File: src/logic/tcc_pkg.sv
// Constants, register map and carrier types for the capture/compare timer
package tcc_pkg;
	localparam logic [7:0] OFF_CTRL = 8'h50;
	localparam logic [7:0] OFF_IRQ_EN = 8'h54;
	localparam logic [7:0] OFF_FLAGS = 8'h58;
	localparam logic [7:0] OFF_COUNT = 8'h5c;
	localparam logic [7:0] OFF_MATCH0 = 8'h60;
	localparam logic [7:0] OFF_MATCH1 = 8'h64;
	localparam logic [7:0] OFF_CAPT0 = 8'h68;
	localparam logic [7:0] OFF_CAPT1 = 8'h6c;
	localparam int BIT_WRAP = 0;
	localparam int BIT_MATCH0 = 1;
	localparam int BIT_MATCH1 = 2;
	localparam int BIT_CAPT0 = 3;
	localparam int BIT_CAPT1 = 4;
	localparam int NUM_EVENTS = 5;
	localparam int CTRL_CLEAR = 0;
	localparam int CTRL_RUN = 1;
	localparam int CTRL_SEL_LO = 2;
	localparam int CTRL_CAPTURED_COUNT_FIRST_LO = 5;
	localparam int CTRL_CAPTURED_COUNT_SECOND_LO = 7;
	localparam int CTRL_ACT0_LO = 9;
	localparam int CTRL_ACT1_LO = 11;
	localparam int CTRL_INTERVAL = 13;
	localparam logic [15:0] COUNT_RESET = 16'h0000;
	localparam logic [15:0] MATCH_RESET = 16'h0000;
	localparam logic [13:0] CTRL_RESET = 14'h0000;
	localparam logic [4:0] FLAGS_RESET = 5'h00;
	localparam logic [6:0] PRESCALE_RESET = 7'h00;
	localparam logic [1:0] EDGE_NONE = 2'h0;
	localparam logic [1:0] EDGE_RISE = 2'h1;
	localparam logic [1:0] EDGE_FALL = 2'h2;
	localparam logic [1:0] ACT_KEEP = 2'h0;
	localparam logic [1:0] ACT_LOW = 2'h1;
	localparam logic [1:0] ACT_HIGH = 2'h2;
	localparam logic [2:0] SEL_EXT = 3'h7;

	typedef struct packed {
		logic [7:0] paddr;
		logic psel;
		logic penable;
		logic pwrite;
		logic [31:0] pwdata;
	} tcc_apb_req_t;

	typedef struct packed {
		logic [31:0] prdata;
		logic pready;
		logic pslverr;
	} tcc_apb_rsp_t;
endpackage

File: src/logic/tcc_timer.sv
// Capture/compare timer channel with APB register slave
//
// Function
// - Every match, capture and wrap sets its flag regardless of interrupt enables.
// - Flags: second capture, first capture, second match, first match, wrap at 4..0.
// - Writing one to a set flag clears it and drops its request.
// - Stopped counter equal to a match value blocks clearing that match flag.
// - Writing zero to a flag bit changes nothing.
// - Writing one to a clear flag changes nothing.
// - Sixteen-bit up counter, readable anytime, writable anytime, running or stopped.
// - Both match registers compared to count each cycle, equality triggers.
// - Capture copies count into a read-only capture register.
// - First capture input feeds first capture register, second feeds second.
// - Combined interrupt is OR of the five individual requests.
// - A request counts only when enabled and its event has occurred.
// - Interrupt stays high until all pending requests cleared or disabled.
// - Edge select: 00 ignore, 01 rising, 10 falling, 11 both.
// - Match action: 00 keep, 01 low, 10 high, 11 toggle.
// - Interval mode clears counter on second match, else free running.
// - Five enable bits gate the requests at bits 4..0.
`timescale 1ns/100ps
`default_nettype none
module tcc_timer (
	input wire logic pclk,
	input wire logic presetn,
	input wire tcc_pkg::tcc_apb_req_t apb_req,
	output tcc_pkg::tcc_apb_rsp_t apb_rsp,
	input wire logic capture_input_first,
	input wire logic capture_input_second,
	input wire logic count_clock_pin,
	output logic match_output_first,
	output logic match_output_second,
	output logic timer_irq
);
	import tcc_pkg::*;

	logic [13:0] ctrl;
	logic [4:0] irq_en;
	logic [4:0] flags;
	logic [15:0] count_value;
	logic [15:0] match_value [2];
	logic [15:0] captured_value [2];
	logic [6:0] prescale;
	logic [2:0] ext_sync;
	logic ext_state;
	logic [2:0] cap_sync [2];
	logic [1:0] cap_state;
	logic [1:0] cap_hit;
	logic [1:0] match_hit;
	logic [1:0] match_hold;
	logic tick;
	logic wrap_hit;
	logic [4:0] events;
	logic [4:0] clr_req;
	logic wr_access;
	logic rd_access;
	logic count_wr;
	logic match_wr [2];
	logic ext_rise;
	logic [31:0] next_rdata;
	logic flag_wr;
	logic en_wr;

	assign wr_access = apb_req.psel && apb_req.penable && apb_req.pwrite;
	assign rd_access = apb_req.psel && !apb_req.penable && !apb_req.pwrite;
	assign count_wr = wr_access && apb_req.paddr == OFF_COUNT;
	assign match_wr[0] = wr_access && apb_req.paddr == OFF_MATCH0;
	assign match_wr[1] = wr_access && apb_req.paddr == OFF_MATCH1;
	assign flag_wr = wr_access && apb_req.paddr == OFF_FLAGS;
	assign en_wr = wr_access && apb_req.paddr == OFF_IRQ_EN;

	// External count clock: three-stage sync, change when stages 2 and 3 agree
	always_ff @(posedge pclk or negedge presetn) begin
		if (!presetn) begin
			ext_sync <= 3'h0;
			ext_state <= 1'b0;
		end else begin
			ext_sync <= {ext_sync[1:0], count_clock_pin};
			if (ext_sync[2] == ext_sync[1])
				ext_state <= ext_sync[2];
		end
	end
	assign ext_rise = (ext_sync[2] == ext_sync[1]) && ext_sync[2] && !ext_state;

	// Prescaler: divide by 2 to 128, or external clock
	always_ff @(posedge pclk or negedge presetn) begin
		if (!presetn)
			prescale <= PRESCALE_RESET;
		else if (!ctrl[CTRL_RUN])
			prescale <= PRESCALE_RESET;
		else
			prescale <= prescale + 7'h01;
	end
	always_comb begin
		logic [2:0] sel;
		sel = ctrl[CTRL_SEL_LO +: 3];
		if (!ctrl[CTRL_RUN])
			tick = 1'b0;
		else if (sel == SEL_EXT)
			tick = ext_rise;
		else
			tick = &(prescale | ~((7'h02 << sel) - 7'h01));
	end

	// Match comparators, continuous
	genvar gi;
	generate
		for (gi = 0; gi < 2; gi++) begin : g_match
			assign match_hit[gi] = count_value == match_value[gi];
			// Event fires once per arrival at equality; no spurious match on reset values
			always_ff @(posedge pclk or negedge presetn) begin
				if (!presetn)
					match_hold[gi] <= 1'b1;
				else
					match_hold[gi] <= match_hit[gi];
			end
		end
	endgenerate

	assign wrap_hit = tick && (count_value == 16'hffff);

	// Counter
	always_ff @(posedge pclk or negedge presetn) begin
		if (!presetn)
			count_value <= COUNT_RESET;
		else if (count_wr)
			count_value <= apb_req.pwdata[15:0];
		else if (wr_access && apb_req.paddr == OFF_CTRL && apb_req.pwdata[CTRL_CLEAR])
			count_value <= COUNT_RESET;
		else if (tick) begin
			if (ctrl[CTRL_INTERVAL] && match_hit[1])
				count_value <= COUNT_RESET;
			else
				count_value <= count_value + 16'h0001;
		end
	end

	// Capture inputs: sync, edge select, copy count
	generate
		for (gi = 0; gi < 2; gi++) begin : g_capt
			logic [1:0] edge_sel;
			logic agree;
			assign edge_sel = ctrl[CTRL_CAPTURED_COUNT_FIRST_LO + 2 * gi +: 2];
			assign agree = cap_sync[gi][2] == cap_sync[gi][1];
			always_comb begin
				cap_hit[gi] = 1'b0;
				if (agree && cap_sync[gi][2] != cap_state[gi]) begin
					unique case (edge_sel)
						EDGE_NONE: cap_hit[gi] = 1'b0;
						EDGE_RISE: cap_hit[gi] = cap_sync[gi][2];
						EDGE_FALL: cap_hit[gi] = !cap_sync[gi][2];
						default: cap_hit[gi] = 1'b1;
					endcase
				end
			end
			always_ff @(posedge pclk or negedge presetn) begin
				if (!presetn) begin
					cap_sync[gi] <= 3'h0;
					cap_state[gi] <= 1'b0;
					captured_value[gi] <= COUNT_RESET;
				end else begin
					cap_sync[gi] <= {cap_sync[gi][1:0], gi == 0 ? capture_input_first : capture_input_second};
					if (agree)
						cap_state[gi] <= cap_sync[gi][2];
					if (cap_hit[gi])
						captured_value[gi] <= count_value;
				end
			end
		end
	endgenerate

	// Match registers
	always_ff @(posedge pclk or negedge presetn) begin
		if (!presetn) begin
			match_value[0] <= MATCH_RESET;
			match_value[1] <= MATCH_RESET;
		end else begin
			if (match_wr[0])
				match_value[0] <= apb_req.pwdata[15:0];
			if (match_wr[1])
				match_value[1] <= apb_req.pwdata[15:0];
		end
	end

	// Match outputs
	always_ff @(posedge pclk or negedge presetn) begin
		if (!presetn) begin
			match_output_first <= 1'b0;
			match_output_second <= 1'b0;
		end else begin
			if (events[BIT_MATCH0]) begin
				unique case (ctrl[CTRL_ACT0_LO +: 2])
					ACT_KEEP: match_output_first <= match_output_first;
					ACT_LOW: match_output_first <= 1'b0;
					ACT_HIGH: match_output_first <= 1'b1;
					default: match_output_first <= !match_output_first;
				endcase
			end
			if (events[BIT_MATCH1]) begin
				unique case (ctrl[CTRL_ACT1_LO +: 2])
					ACT_KEEP: match_output_second <= match_output_second;
					ACT_LOW: match_output_second <= 1'b0;
					ACT_HIGH: match_output_second <= 1'b1;
					default: match_output_second <= !match_output_second;
				endcase
			end
		end
	end

	// Event vector in flag layout
	always_comb begin
		events = 5'h00;
		events[BIT_WRAP] = wrap_hit;
		events[BIT_MATCH0] = match_hit[0] && !match_hold[0];
		events[BIT_MATCH1] = match_hit[1] && !match_hold[1];
		events[BIT_CAPT0] = cap_hit[0];
		events[BIT_CAPT1] = cap_hit[1];
	end

	// Clear request: ones written at flag offset, held off while stopped on a match
	always_comb begin
		clr_req = 5'h00;
		if (wr_access && apb_req.paddr == OFF_FLAGS)
			clr_req = apb_req.pwdata[4:0] & flags;
		if (!ctrl[CTRL_RUN] && match_hit[0])
			clr_req[BIT_MATCH0] = 1'b0;
		if (!ctrl[CTRL_RUN] && match_hit[1])
			clr_req[BIT_MATCH1] = 1'b0;
	end

	// Sticky flags, set wins over clear
	always_ff @(posedge pclk or negedge presetn) begin
		if (!presetn)
			flags <= FLAGS_RESET;
		else
			flags <= (flags & ~clr_req) | events;
	end

	// Control and enables
	always_ff @(posedge pclk or negedge presetn) begin
		if (!presetn) begin
			ctrl <= CTRL_RESET;
			irq_en <= FLAGS_RESET;
		end else if (wr_access) begin
			if (apb_req.paddr == OFF_CTRL) begin
				ctrl <= apb_req.pwdata[13:0];
				ctrl[CTRL_CLEAR] <= 1'b0;
				if (ctrl[CTRL_RUN])
					ctrl[CTRL_SEL_LO +: 3] <= ctrl[CTRL_SEL_LO +: 3];
			end
			if (apb_req.paddr == OFF_IRQ_EN)
				irq_en <= apb_req.pwdata[4:0];
		end
	end

	// Combined interrupt, registered
	always_ff @(posedge pclk or negedge presetn) begin
		if (!presetn)
			timer_irq <= 1'b0;
		else
			timer_irq <= |(((flags & ~clr_req) | events) & irq_en);
	end

	// Read mux
	always_comb begin
		next_rdata = 32'h0000_0000;
		unique case (apb_req.paddr)
			OFF_CTRL: next_rdata[13:0] = ctrl;
			OFF_IRQ_EN: next_rdata[4:0] = irq_en;
			OFF_FLAGS: next_rdata[4:0] = flags;
			OFF_COUNT: next_rdata[15:0] = count_value;
			OFF_MATCH0: next_rdata[15:0] = match_value[0];
			OFF_MATCH1: next_rdata[15:0] = match_value[1];
			OFF_CAPT0: next_rdata[15:0] = captured_value[0];
			OFF_CAPT1: next_rdata[15:0] = captured_value[1];
			default: next_rdata = 32'h0000_0000;
		endcase
	end

	// APB answer: data latched in setup, ready in access
	always_ff @(posedge pclk or negedge presetn) begin
		if (!presetn)
			apb_rsp <= '0;
		else begin
			if (rd_access)
				apb_rsp.prdata <= next_rdata;
			apb_rsp.pready <= apb_req.psel && !apb_req.penable;
			apb_rsp.pslverr <= 1'b0;
		end
	end

	AST_WRAP_FLAG: assert property (@(posedge pclk) disable iff (!presetn)
		wrap_hit && !wr_access |=> flags[BIT_WRAP] && count_value == 16'h0000)
		else $error("wrap flag not set");

	AST_EVENT_SETS: assert property (@(posedge pclk) disable iff (!presetn)
		events[BIT_CAPT0] |=> flags[BIT_CAPT0])
		else $error("capture flag missing");

	AST_EVENT_WRAP: assert property (@(posedge pclk) disable iff (!presetn)
		events[BIT_WRAP] |=> flags[BIT_WRAP])
		else $error("wrap flag missing");

	AST_CLEAR_WORKS: assert property (@(posedge pclk) disable iff (!presetn)
		flag_wr && apb_req.pwdata[BIT_CAPT1] && !events[BIT_CAPT1] |=> !flags[BIT_CAPT1])
		else $error("flag not cleared");

	AST_CLEAR_IRQ: assert property (@(posedge pclk) disable iff (!presetn)
		flag_wr && apb_req.pwdata[4:0] == flags && ctrl[CTRL_RUN] && events == 5'h00 |=> !timer_irq)
		else $error("irq kept after clear");

	AST_ZERO_KEEPS: assert property (@(posedge pclk) disable iff (!presetn)
		flag_wr && !apb_req.pwdata[BIT_CAPT0] && flags[BIT_CAPT0] |=> flags[BIT_CAPT0])
		else $error("zero write changed flag");

	AST_ONE_UNSET: assert property (@(posedge pclk) disable iff (!presetn)
		flag_wr && !flags[BIT_CAPT0] && !events[BIT_CAPT0] |=> !flags[BIT_CAPT0])
		else $error("clear of unset flag set it");

	AST_STOP_HOLD: assert property (@(posedge pclk) disable iff (!presetn)
		!ctrl[CTRL_RUN] && match_hit[0] && flags[BIT_MATCH0] |=> flags[BIT_MATCH0])
		else $error("held match flag cleared");

	AST_STOP_HOLD_SECOND: assert property (@(posedge pclk) disable iff (!presetn)
		!ctrl[CTRL_RUN] && match_hit[1] && flags[BIT_MATCH1] |=> flags[BIT_MATCH1])
		else $error("held second match flag cleared");

	AST_COUNT_STEP: assert property (@(posedge pclk) disable iff (!presetn)
		tick && !wr_access && !(ctrl[CTRL_INTERVAL] && match_hit[1])
		|=> count_value == 16'($past(count_value) + 16'h0001)) else $error("count did not step");

	AST_COUNT_LOAD: assert property (@(posedge pclk) disable iff (!presetn)
		count_wr |=> count_value == $past(apb_req.pwdata[15:0]))
		else $error("count not loaded");

	AST_MATCH_EVENT: assert property (@(posedge pclk) disable iff (!presetn)
		match_hit[0] && !match_hold[0] |=> flags[BIT_MATCH0])
		else $error("match not flagged");

	AST_CAPTURE_COPY: assert property (@(posedge pclk) disable iff (!presetn)
		cap_hit[1] |=> captured_value[1] == $past(count_value))
		else $error("capture value wrong");

	AST_CAPTURE_QUIET: assert property (@(posedge pclk) disable iff (!presetn)
		!cap_hit[0] |=> $stable(captured_value[0]))
		else $error("capture register changed");

	AST_CAPTURE_FIRST: assert property (@(posedge pclk) disable iff (!presetn)
		cap_hit[0] |=> captured_value[0] == $past(count_value))
		else $error("first capture value wrong");

	AST_IRQ_OR: assert property (@(posedge pclk) disable iff (!presetn)
		|(flags & irq_en) && !flag_wr && !en_wr |=> timer_irq)
		else $error("irq missing");

	AST_IRQ_QUIET: assert property (@(posedge pclk) disable iff (!presetn)
		!(|(flags & irq_en)) && events == 5'h00 |=> !timer_irq)
		else $error("irq without request");

	AST_IRQ_LEVEL: assert property (@(posedge pclk) disable iff (!presetn)
		##1 timer_irq == |($past(flags & ~clr_req | events) & $past(irq_en)))
		else $error("irq level wrong");

	AST_IRQ_HOLD: assert property (@(posedge pclk) disable iff (!presetn)
		timer_irq && |(flags & irq_en & ~clr_req) && !en_wr |=> timer_irq)
		else $error("irq dropped early");

	AST_EDGE_NONE: assert property (@(posedge pclk) disable iff (!presetn)
		ctrl[CTRL_CAPTURED_COUNT_FIRST_LO +: 2] == EDGE_NONE |-> !cap_hit[0])
		else $error("ignored input captured");

	AST_HIGH_ACT: assert property (@(posedge pclk) disable iff (!presetn)
		events[BIT_MATCH0] && ctrl[CTRL_ACT0_LO +: 2] == ACT_HIGH |=> match_output_first)
		else $error("output not high");

	AST_LOW_ACT: assert property (@(posedge pclk) disable iff (!presetn)
		events[BIT_MATCH1] && ctrl[CTRL_ACT1_LO +: 2] == ACT_LOW |=> !match_output_second)
		else $error("output not low");

	AST_KEEP_ACT: assert property (@(posedge pclk) disable iff (!presetn)
		events[BIT_MATCH0] && ctrl[CTRL_ACT0_LO +: 2] == ACT_KEEP |=> $stable(match_output_first))
		else $error("output changed on keep");

	AST_INTERVAL: assert property (@(posedge pclk) disable iff (!presetn)
		tick && ctrl[CTRL_INTERVAL] && match_hit[1] && !count_wr |=> count_value == 16'h0000)
		else $error("no interval clear");

	AST_ENABLE_BITS: assert property (@(posedge pclk) disable iff (!presetn)
		en_wr |=> irq_en == $past(apb_req.pwdata[4:0]))
		else $error("enable bits not written");

	AST_FLAG_LAYOUT: assert property (@(posedge pclk) disable iff (!presetn)
		rd_access && apb_req.paddr == OFF_FLAGS |=> apb_rsp.prdata == {27'h0, $past(flags)})
		else $error("flag read layout wrong");
endmodule
`default_nettype wire

File: config.mk
export PLATFORM = sky130hd
export DESIGN_NAME = tcc_timer
export DESIGN_NICKNAME = d
export VERILOG_FILES = /design/src/logic/tcc_pkg.sv /design/src/logic/tcc_timer.sv
export SDC_FILE = /design/constraint.sdc
export NUM_CORES = 1
export LEC_CHECK = 0
export BUFFER_PORTS_ARGS = -buffer_cell sky130_fd_sc_hd__buf_2
export CELL_PAD_IN_SITES_DETAIL_PLACEMENT = 1
export CELL_PAD_IN_SITES_GLOBAL_PLACEMENT = 2
export CORE_MARGIN = 4
export CORE_UTILIZATION = 38
export CTS_CLUSTER_SIZE = 10
export DETAILED_ROUTE_END_ITERATION = 8
export GPL_ROUTABILITY_DRIVEN = 1
export HOLD_SLACK_MARGIN = 0.12
export PLACE_DENSITY = 0.8
export SYNTH_ARGS = -nofsm -noshare
export SYNTH_HDL_FRONTEND = slang
export SYNTH_SLANG_ARGS = --single-unit
File: constraint.sdc
create_clock -name pclk -period 3.3 [get_ports pclk]
set_input_delay 0 -clock pclk [delete_from_list [all_inputs] [get_ports pclk]]
set_output_delay 0 -clock pclk [all_outputs]
set_load 0.02 [all_outputs]
### Word level (Yosys, flattened, before mapping)

Cells that the tools add are included.

* add/subtract/negate cells: 3
* multiply operators: 0
* div/mod/pow operators: 0
* magnitude comparators: 0
* eq/ne operators: 25
* shifts and indexed selects: 1
* mux-type cells: 19
* bitwise gates (word level): 10
* reductions and logical operators: 42

Operator list (number)
* equality test 8 x 7 -> 1 bit, second input constant: 8
* two-way mux 16 bit: 4
* case mux 9 bit (6 select lines): 1
* case mux 5 bit (8 select lines): 1
* equality test 16 bit: 2
* logical AND 1 bit: 20
* adder 16 x 1 -> 16 bit, second input constant: 1
* equality test 16 bit, second input constant: 1
* AND 5 bit: 3
* case mux 1 bit (3 select lines): 4
* zero test 1 bit: 10
* case mux 2 bit (5 select lines): 1
* equality test 2 x 1 -> 1 bit, second input constant: 4
* equality test 2 bit, second input constant: 4
* zero test 2 bit: 4
* AND reduction 2 bit: 4
* adder 7 x 1 -> 7 bit, second input constant: 1
* two-way mux 7 bit: 1
* inverter 7 bit: 1
* bitwise OR 7 bit: 1
* AND reduction 7 bit: 1
* left shift 2 x 3 -> 7 bit, first input constant: 1
* subtractor 7 x 1 -> 7 bit, second input constant: 1
* two-way mux 1 bit: 6
* other kinds (10): 15

* register bits after elaboration: 144
* latch bits: 0
* memory bits (writable): 0
* bits in read-only memories: 0
* bits of input ports: 48
* word-level logic and storage cells: 123
* memories kept: 0

### Longest topological paths before layout

* depth in word-level cells: 11
* gate-level depth with buffers: 11
* depth with buffers taken out: 9

### Least setup slack after synthesis

Ideal clock, no wire load.

* path type: register to register
* start point: reg ctrl[4]
* end point: reg count_value[15]
* setup time: 0.135 ns
* arrival time: 2.174 ns
* data required time: 3.165 ns
* setup slack: 0.991 ns
* stages on the path, launching flop included: 9
* path buffers: 1
* period minus slack after synthesis: 2.309 ns
* cells stage by stage: dfrtp_1 -> or3_1 -> ha_1 -> o21ai_0 -> a221o_1 -> o31a_1 -> clkbuf_1 -> a22oi_1 -> o21ai_0

* word-level cells in the longest chain between the ends: 8
* elaborated cells between the ends (all ways): 9
* classes of those cells: 1 x add/sub; 1 x eq/ne; 1 x shift; 2 x mux; 2 x bitwise; 2 x reduce/logical

RTL lines
* start: declaration: line tcc_timer.sv:37 `logic [13:0] ctrl;`
* start signal: assignment: line tcc_timer.sv:246 `ctrl <= apb_req.pwdata[13:0];`
* start signal: indexed assignment: line tcc_timer.sv:249 `ctrl[CTRL_SEL_LO +: 3] <= ctrl[CTRL_SEL_LO +: 3];`
* left shift 2 x 3 -> 7 bit: line tcc_timer.sv:102 `tick = &(prescale | ~((7'h02 << sel) - 7'h01));`
* subtractor 7 x 1 -> 7 bit: line tcc_timer.sv:102
* inverter 7 bit: line tcc_timer.sv:102
* bitwise OR 7 bit: line tcc_timer.sv:102
* AND reduction 7 bit: line tcc_timer.sv:102
* two-way mux 1 bit (*): line tcc_timer.sv:99 `else if (sel == SEL_EXT)`
* two-way mux 1 bit (*): line tcc_timer.sv:97 `if (!ctrl[CTRL_RUN])`
* nonzero test 3 bit (no line) (*)
* end signal: assignment: line tcc_timer.sv:127 `count_value <= apb_req.pwdata[15:0];`
* end signal: assignment: line tcc_timer.sv:134 `count_value <= count_value + 16'h0001;`
* end: declaration: line tcc_timer.sv:40 `logic [15:0] count_value;`

Every way passes the cells marked *; elsewhere a longest branch is shown, timed or not.
A chain may end at the register's enable or synchronous reset.

### Worst setup path after layout

* start point: reg ctrl[3]
* end point: reg count_value[13]

The elaborated chain is that of the path after synthesis.

==> impl_metrics.json <==
{
  "critPathTopFamily": "compound AO/OA/AOI/OAI gates",
  "nets": 818,
  "max_stage_delay_ns": 0.53,
  "route.detailed.drc": 0,
  "clk_path_buf_depth": 2,
  "hpwl_mm": 15.9,
  "clock_skew_ns": 0.00544,
  "maxSlewHeadroom": 0.347,
  "ys.warnings.count": 0,
  "grt_pass1_vias": 6182,
  "cts_root_buffer": "clkbuf_16",
  "run_status": "finished clean",
  "synth_flop_cell": "dfrtp_1",
  "fin_crit_ns": 2.84,
  "clock.fmax_mhz": 352,
  "numCtsBuffers": 17,
  "grt_max_degree": 101,
  "async_flop_share": 1.00,
  "grt_pass1_wl_mm": 36.3,
  "start_kind": "flip-flop",
  "syn2layout_area_growth_pct": 18.0,
  "crit_buf_inv": 1,
  "first_iter_violations": 378,
  "grt-ovfl-total": 0,
  "final_common_cell": "dfrtp_1",
  "clockPowerShare": 0.479,
  "clkTransAtPathRegs_ns": 0.06,
  "hold_violations": 0,
  "synth_area_sq_um": 7430,
  "cpMaxStageDelayCell": "o31a_2",
  "postCtsSetupBuffers": 0,
  "drive_gt1_frac": 0.249,
  "tritoncts": "yes",
  "required_ns": 3.60,
  "coreArea_sq_um": 19000,
  "clock_sinks": 144,
  "instances_no_fill": 1035,
  "io_pins": 85,
  "p_seq_frac": 0.447,
  "swShare": 0.239,
  "worstSkewPairLatency_ns": 0.43,
  "synth_cell_type_count": 67,
  "routed_wl_mm": 22.8,
  "final_area_sq_um": 8760,
  "ant_nets": 0,
  "worstPathArrival_ns": 3.15,
  "p_leak_nw": 3.80,
  "powerDensity_nw_per_um2": 472,
  "layout_common_cells": "142 x dfrtp_1, 57 x nand2_1, 56 x mux2_2",
  "slew_violations": 0,
  "drv_cap": 0,
  "setup_tns_ns": 0,
  "rsz0062_at_grt": "no",
  "power.internal_w": 0.00315,
  "p_switching_w": 0.000986,
  "cts_max_level": 4,
  "syn_inst": 697,
  "grt_usage": 0.215,
  "crit_chain": "or3_1, ha_1, nor2b_1, o21ai_0, o211ai_1, o31a_2, buf_4, a21oi_1, o22ai_1",
  "min_period_over_period": 0.861,
  "diodes": 0,
  "vias_per_cell": 5.60,
  "power_frac_comb": 0.074,
  "pre_cts_slack_ns": 0.308,
  "die_y_microns": 148,
  "drt_pass1_iterations": 5,
  "criticalPathCategory": "flip-flop to flip-flop",
  "setup_viol": 0,
  "synth_seq_area_share": 0.485,
  "crit_path_end_kind": "flip-flop",
  "avgSynthCellArea_sq_um": 10.7,
  "crit_fanout": 23,
  "max-vdd-ir-drop_v": 0.000299,
  "design.die.area_sq_um": 21900,
  "tightest_slew_ns": 0.980,
  "initial_core_util": 0.392,
  "vias": 5791,
  "fin_ws_ns": 0.460,
  "antenna_found_initial": 0,
  "fin_util": 0.462,
  "rows": 50,
  "placedCellCount": 980,
  "ys_ff_latch": 144,
  "wl_per_cell_microns": 22.1,
  "routabilityCongestion": 0.838,
  "hp-class": "input pin to flip-flop",
  "dieWidth_microns": 148,
  "synth_edf_count": 0,
  "place_area_sq_um": 7940,
  "port_buffers": 51
}
[Yosys cell counts, types with 4 or more instances]
cell type  number  share of area
buf_2           4         0.0027
a22o_1          7         0.0083
nor2_1         32          0.016
buf_1           5         0.0025
o22ai_1        16          0.013
mux2i_1         8          0.011
a32oi_1         7         0.0083
a31oi_1         9         0.0076
mux2_4         10          0.020
nor2b_1        14          0.012
a21oi_1        24          0.016
nand2_1        57          0.029
nor3_1         11         0.0074
and2_1          7         0.0059
nand4_1         9         0.0076
clkbuf_1       38          0.019
a222oi_1        5         0.0067
ha_1            8          0.013
a221oi_1        9          0.011
a22oi_1        15          0.015
xnor2_1        36          0.042
mux4_2          7          0.021
mux2_2         56          0.085
nand3_1        15          0.010
inv_1          27          0.014
dfrtp_1       142           0.48
o21ai_0        45          0.030
buf_4          17          0.017
[timing repair]
action                                  CTS  global route
gates resized for setup                   0             1
endpoints found under the hold margin   181             0
endpoints found under the setup margin    0             5
hold buffers                             23             0
[through the flow]
step | hold WS, ns | power (W)
after floorplan | -0.296 | 0.00204
after global placement | 0.111 | 0.00216
after detailed placement | 0.112 | 0.00217
after CTS | 0.136 | 0.00417
after global routing | 0.183 | 0.00427
final | 0.153 | 0.00414
[metal layers]
layer | vias to the layer above | track usage | wire [microns]
li1 | 2613 | - | -
met1 | 2991 | 0.290 | 10300
met2 | 164 | 0.353 | 11100
met3 | 23 | 0.0451 | 1150
met4 | 0 | 0.0587 | 329
met5 | - | 0 | 0
[registers in the layout, summed over array words and instances, names as in the netlist]
name and cells:
apb_rsp 17, cap_state 2, cap_sync 6, captured_value 32
count_value 16, ctrl 13, ext_state 1, ext_sync 3
flags 5, irq_en 5, match_hold 2, match_output_first 1
match_output_second 1, match_value 32, prescale 7, timer_irq 1
[layout make-up]
cell class                 count  area [sq um]
clock buffer                  21           460
clock inverter                11           136
fill                        2070         10200
inverter                      27           101
multi-input combinational    477          3480
sequential                   144          3610
tap                          260           325
timing repair buffer          95           649
[worst min-delay path, stage by stage]
cell      delay (ns)
buf_2           0.10
nand2b_1        0.10
a21oi_1         0.08
nand2_1         0.15
o32ai_1         0.10
[path summary, 6_finish.rpt]
path	from	cells past startpoint	endpoint	slack (ns)
max in group asynchronous	presetn	3	count_value[14]	2.11
min in group asynchronous	presetn	2	prescale[2]	0.23
worst max-delay path	ctrl[3]	9	count_value[13]	0.46
worst min register to register	ext_sync[0]	0	ext_sync[1]	0.35
worst max register to register	ctrl[3]	9	count_value[13]	0.46
worst min-delay path	apb_req[40]	5	apb_rsp[6]	0.15
[power by group through the flow]
| stage | Clock (W) | Sequential [W] | Combinational, W |
|---|---|---|---|
| floorplan | 0 | 0.00190 | 0.000139 |
| global placement | 0 | 0.00188 | 0.000279 |
| detailed placement | 0 | 0.00188 | 0.000285 |
| CTS | 0.00201 | 0.00185 | 0.000308 |
| global route | 0.00208 | 0.00186 | 0.000335 |
| finish | 0.00198 | 0.00185 | 0.000305 |
[cells by family after synthesis]
family	count (synthesis)	share of synthesized area
other	1	0.000505
adder cells (fa/ha/maj)	10	0.0162
multiplexers	81	0.137
AO/OA/AOI/OAI	159	0.143
flip-flops	144	0.485
XOR/XNOR	37	0.0436
AND/OR/NAND/NOR	173	0.118
buffers and inverters	92	0.0568
(Power assumes the default switching activity.)
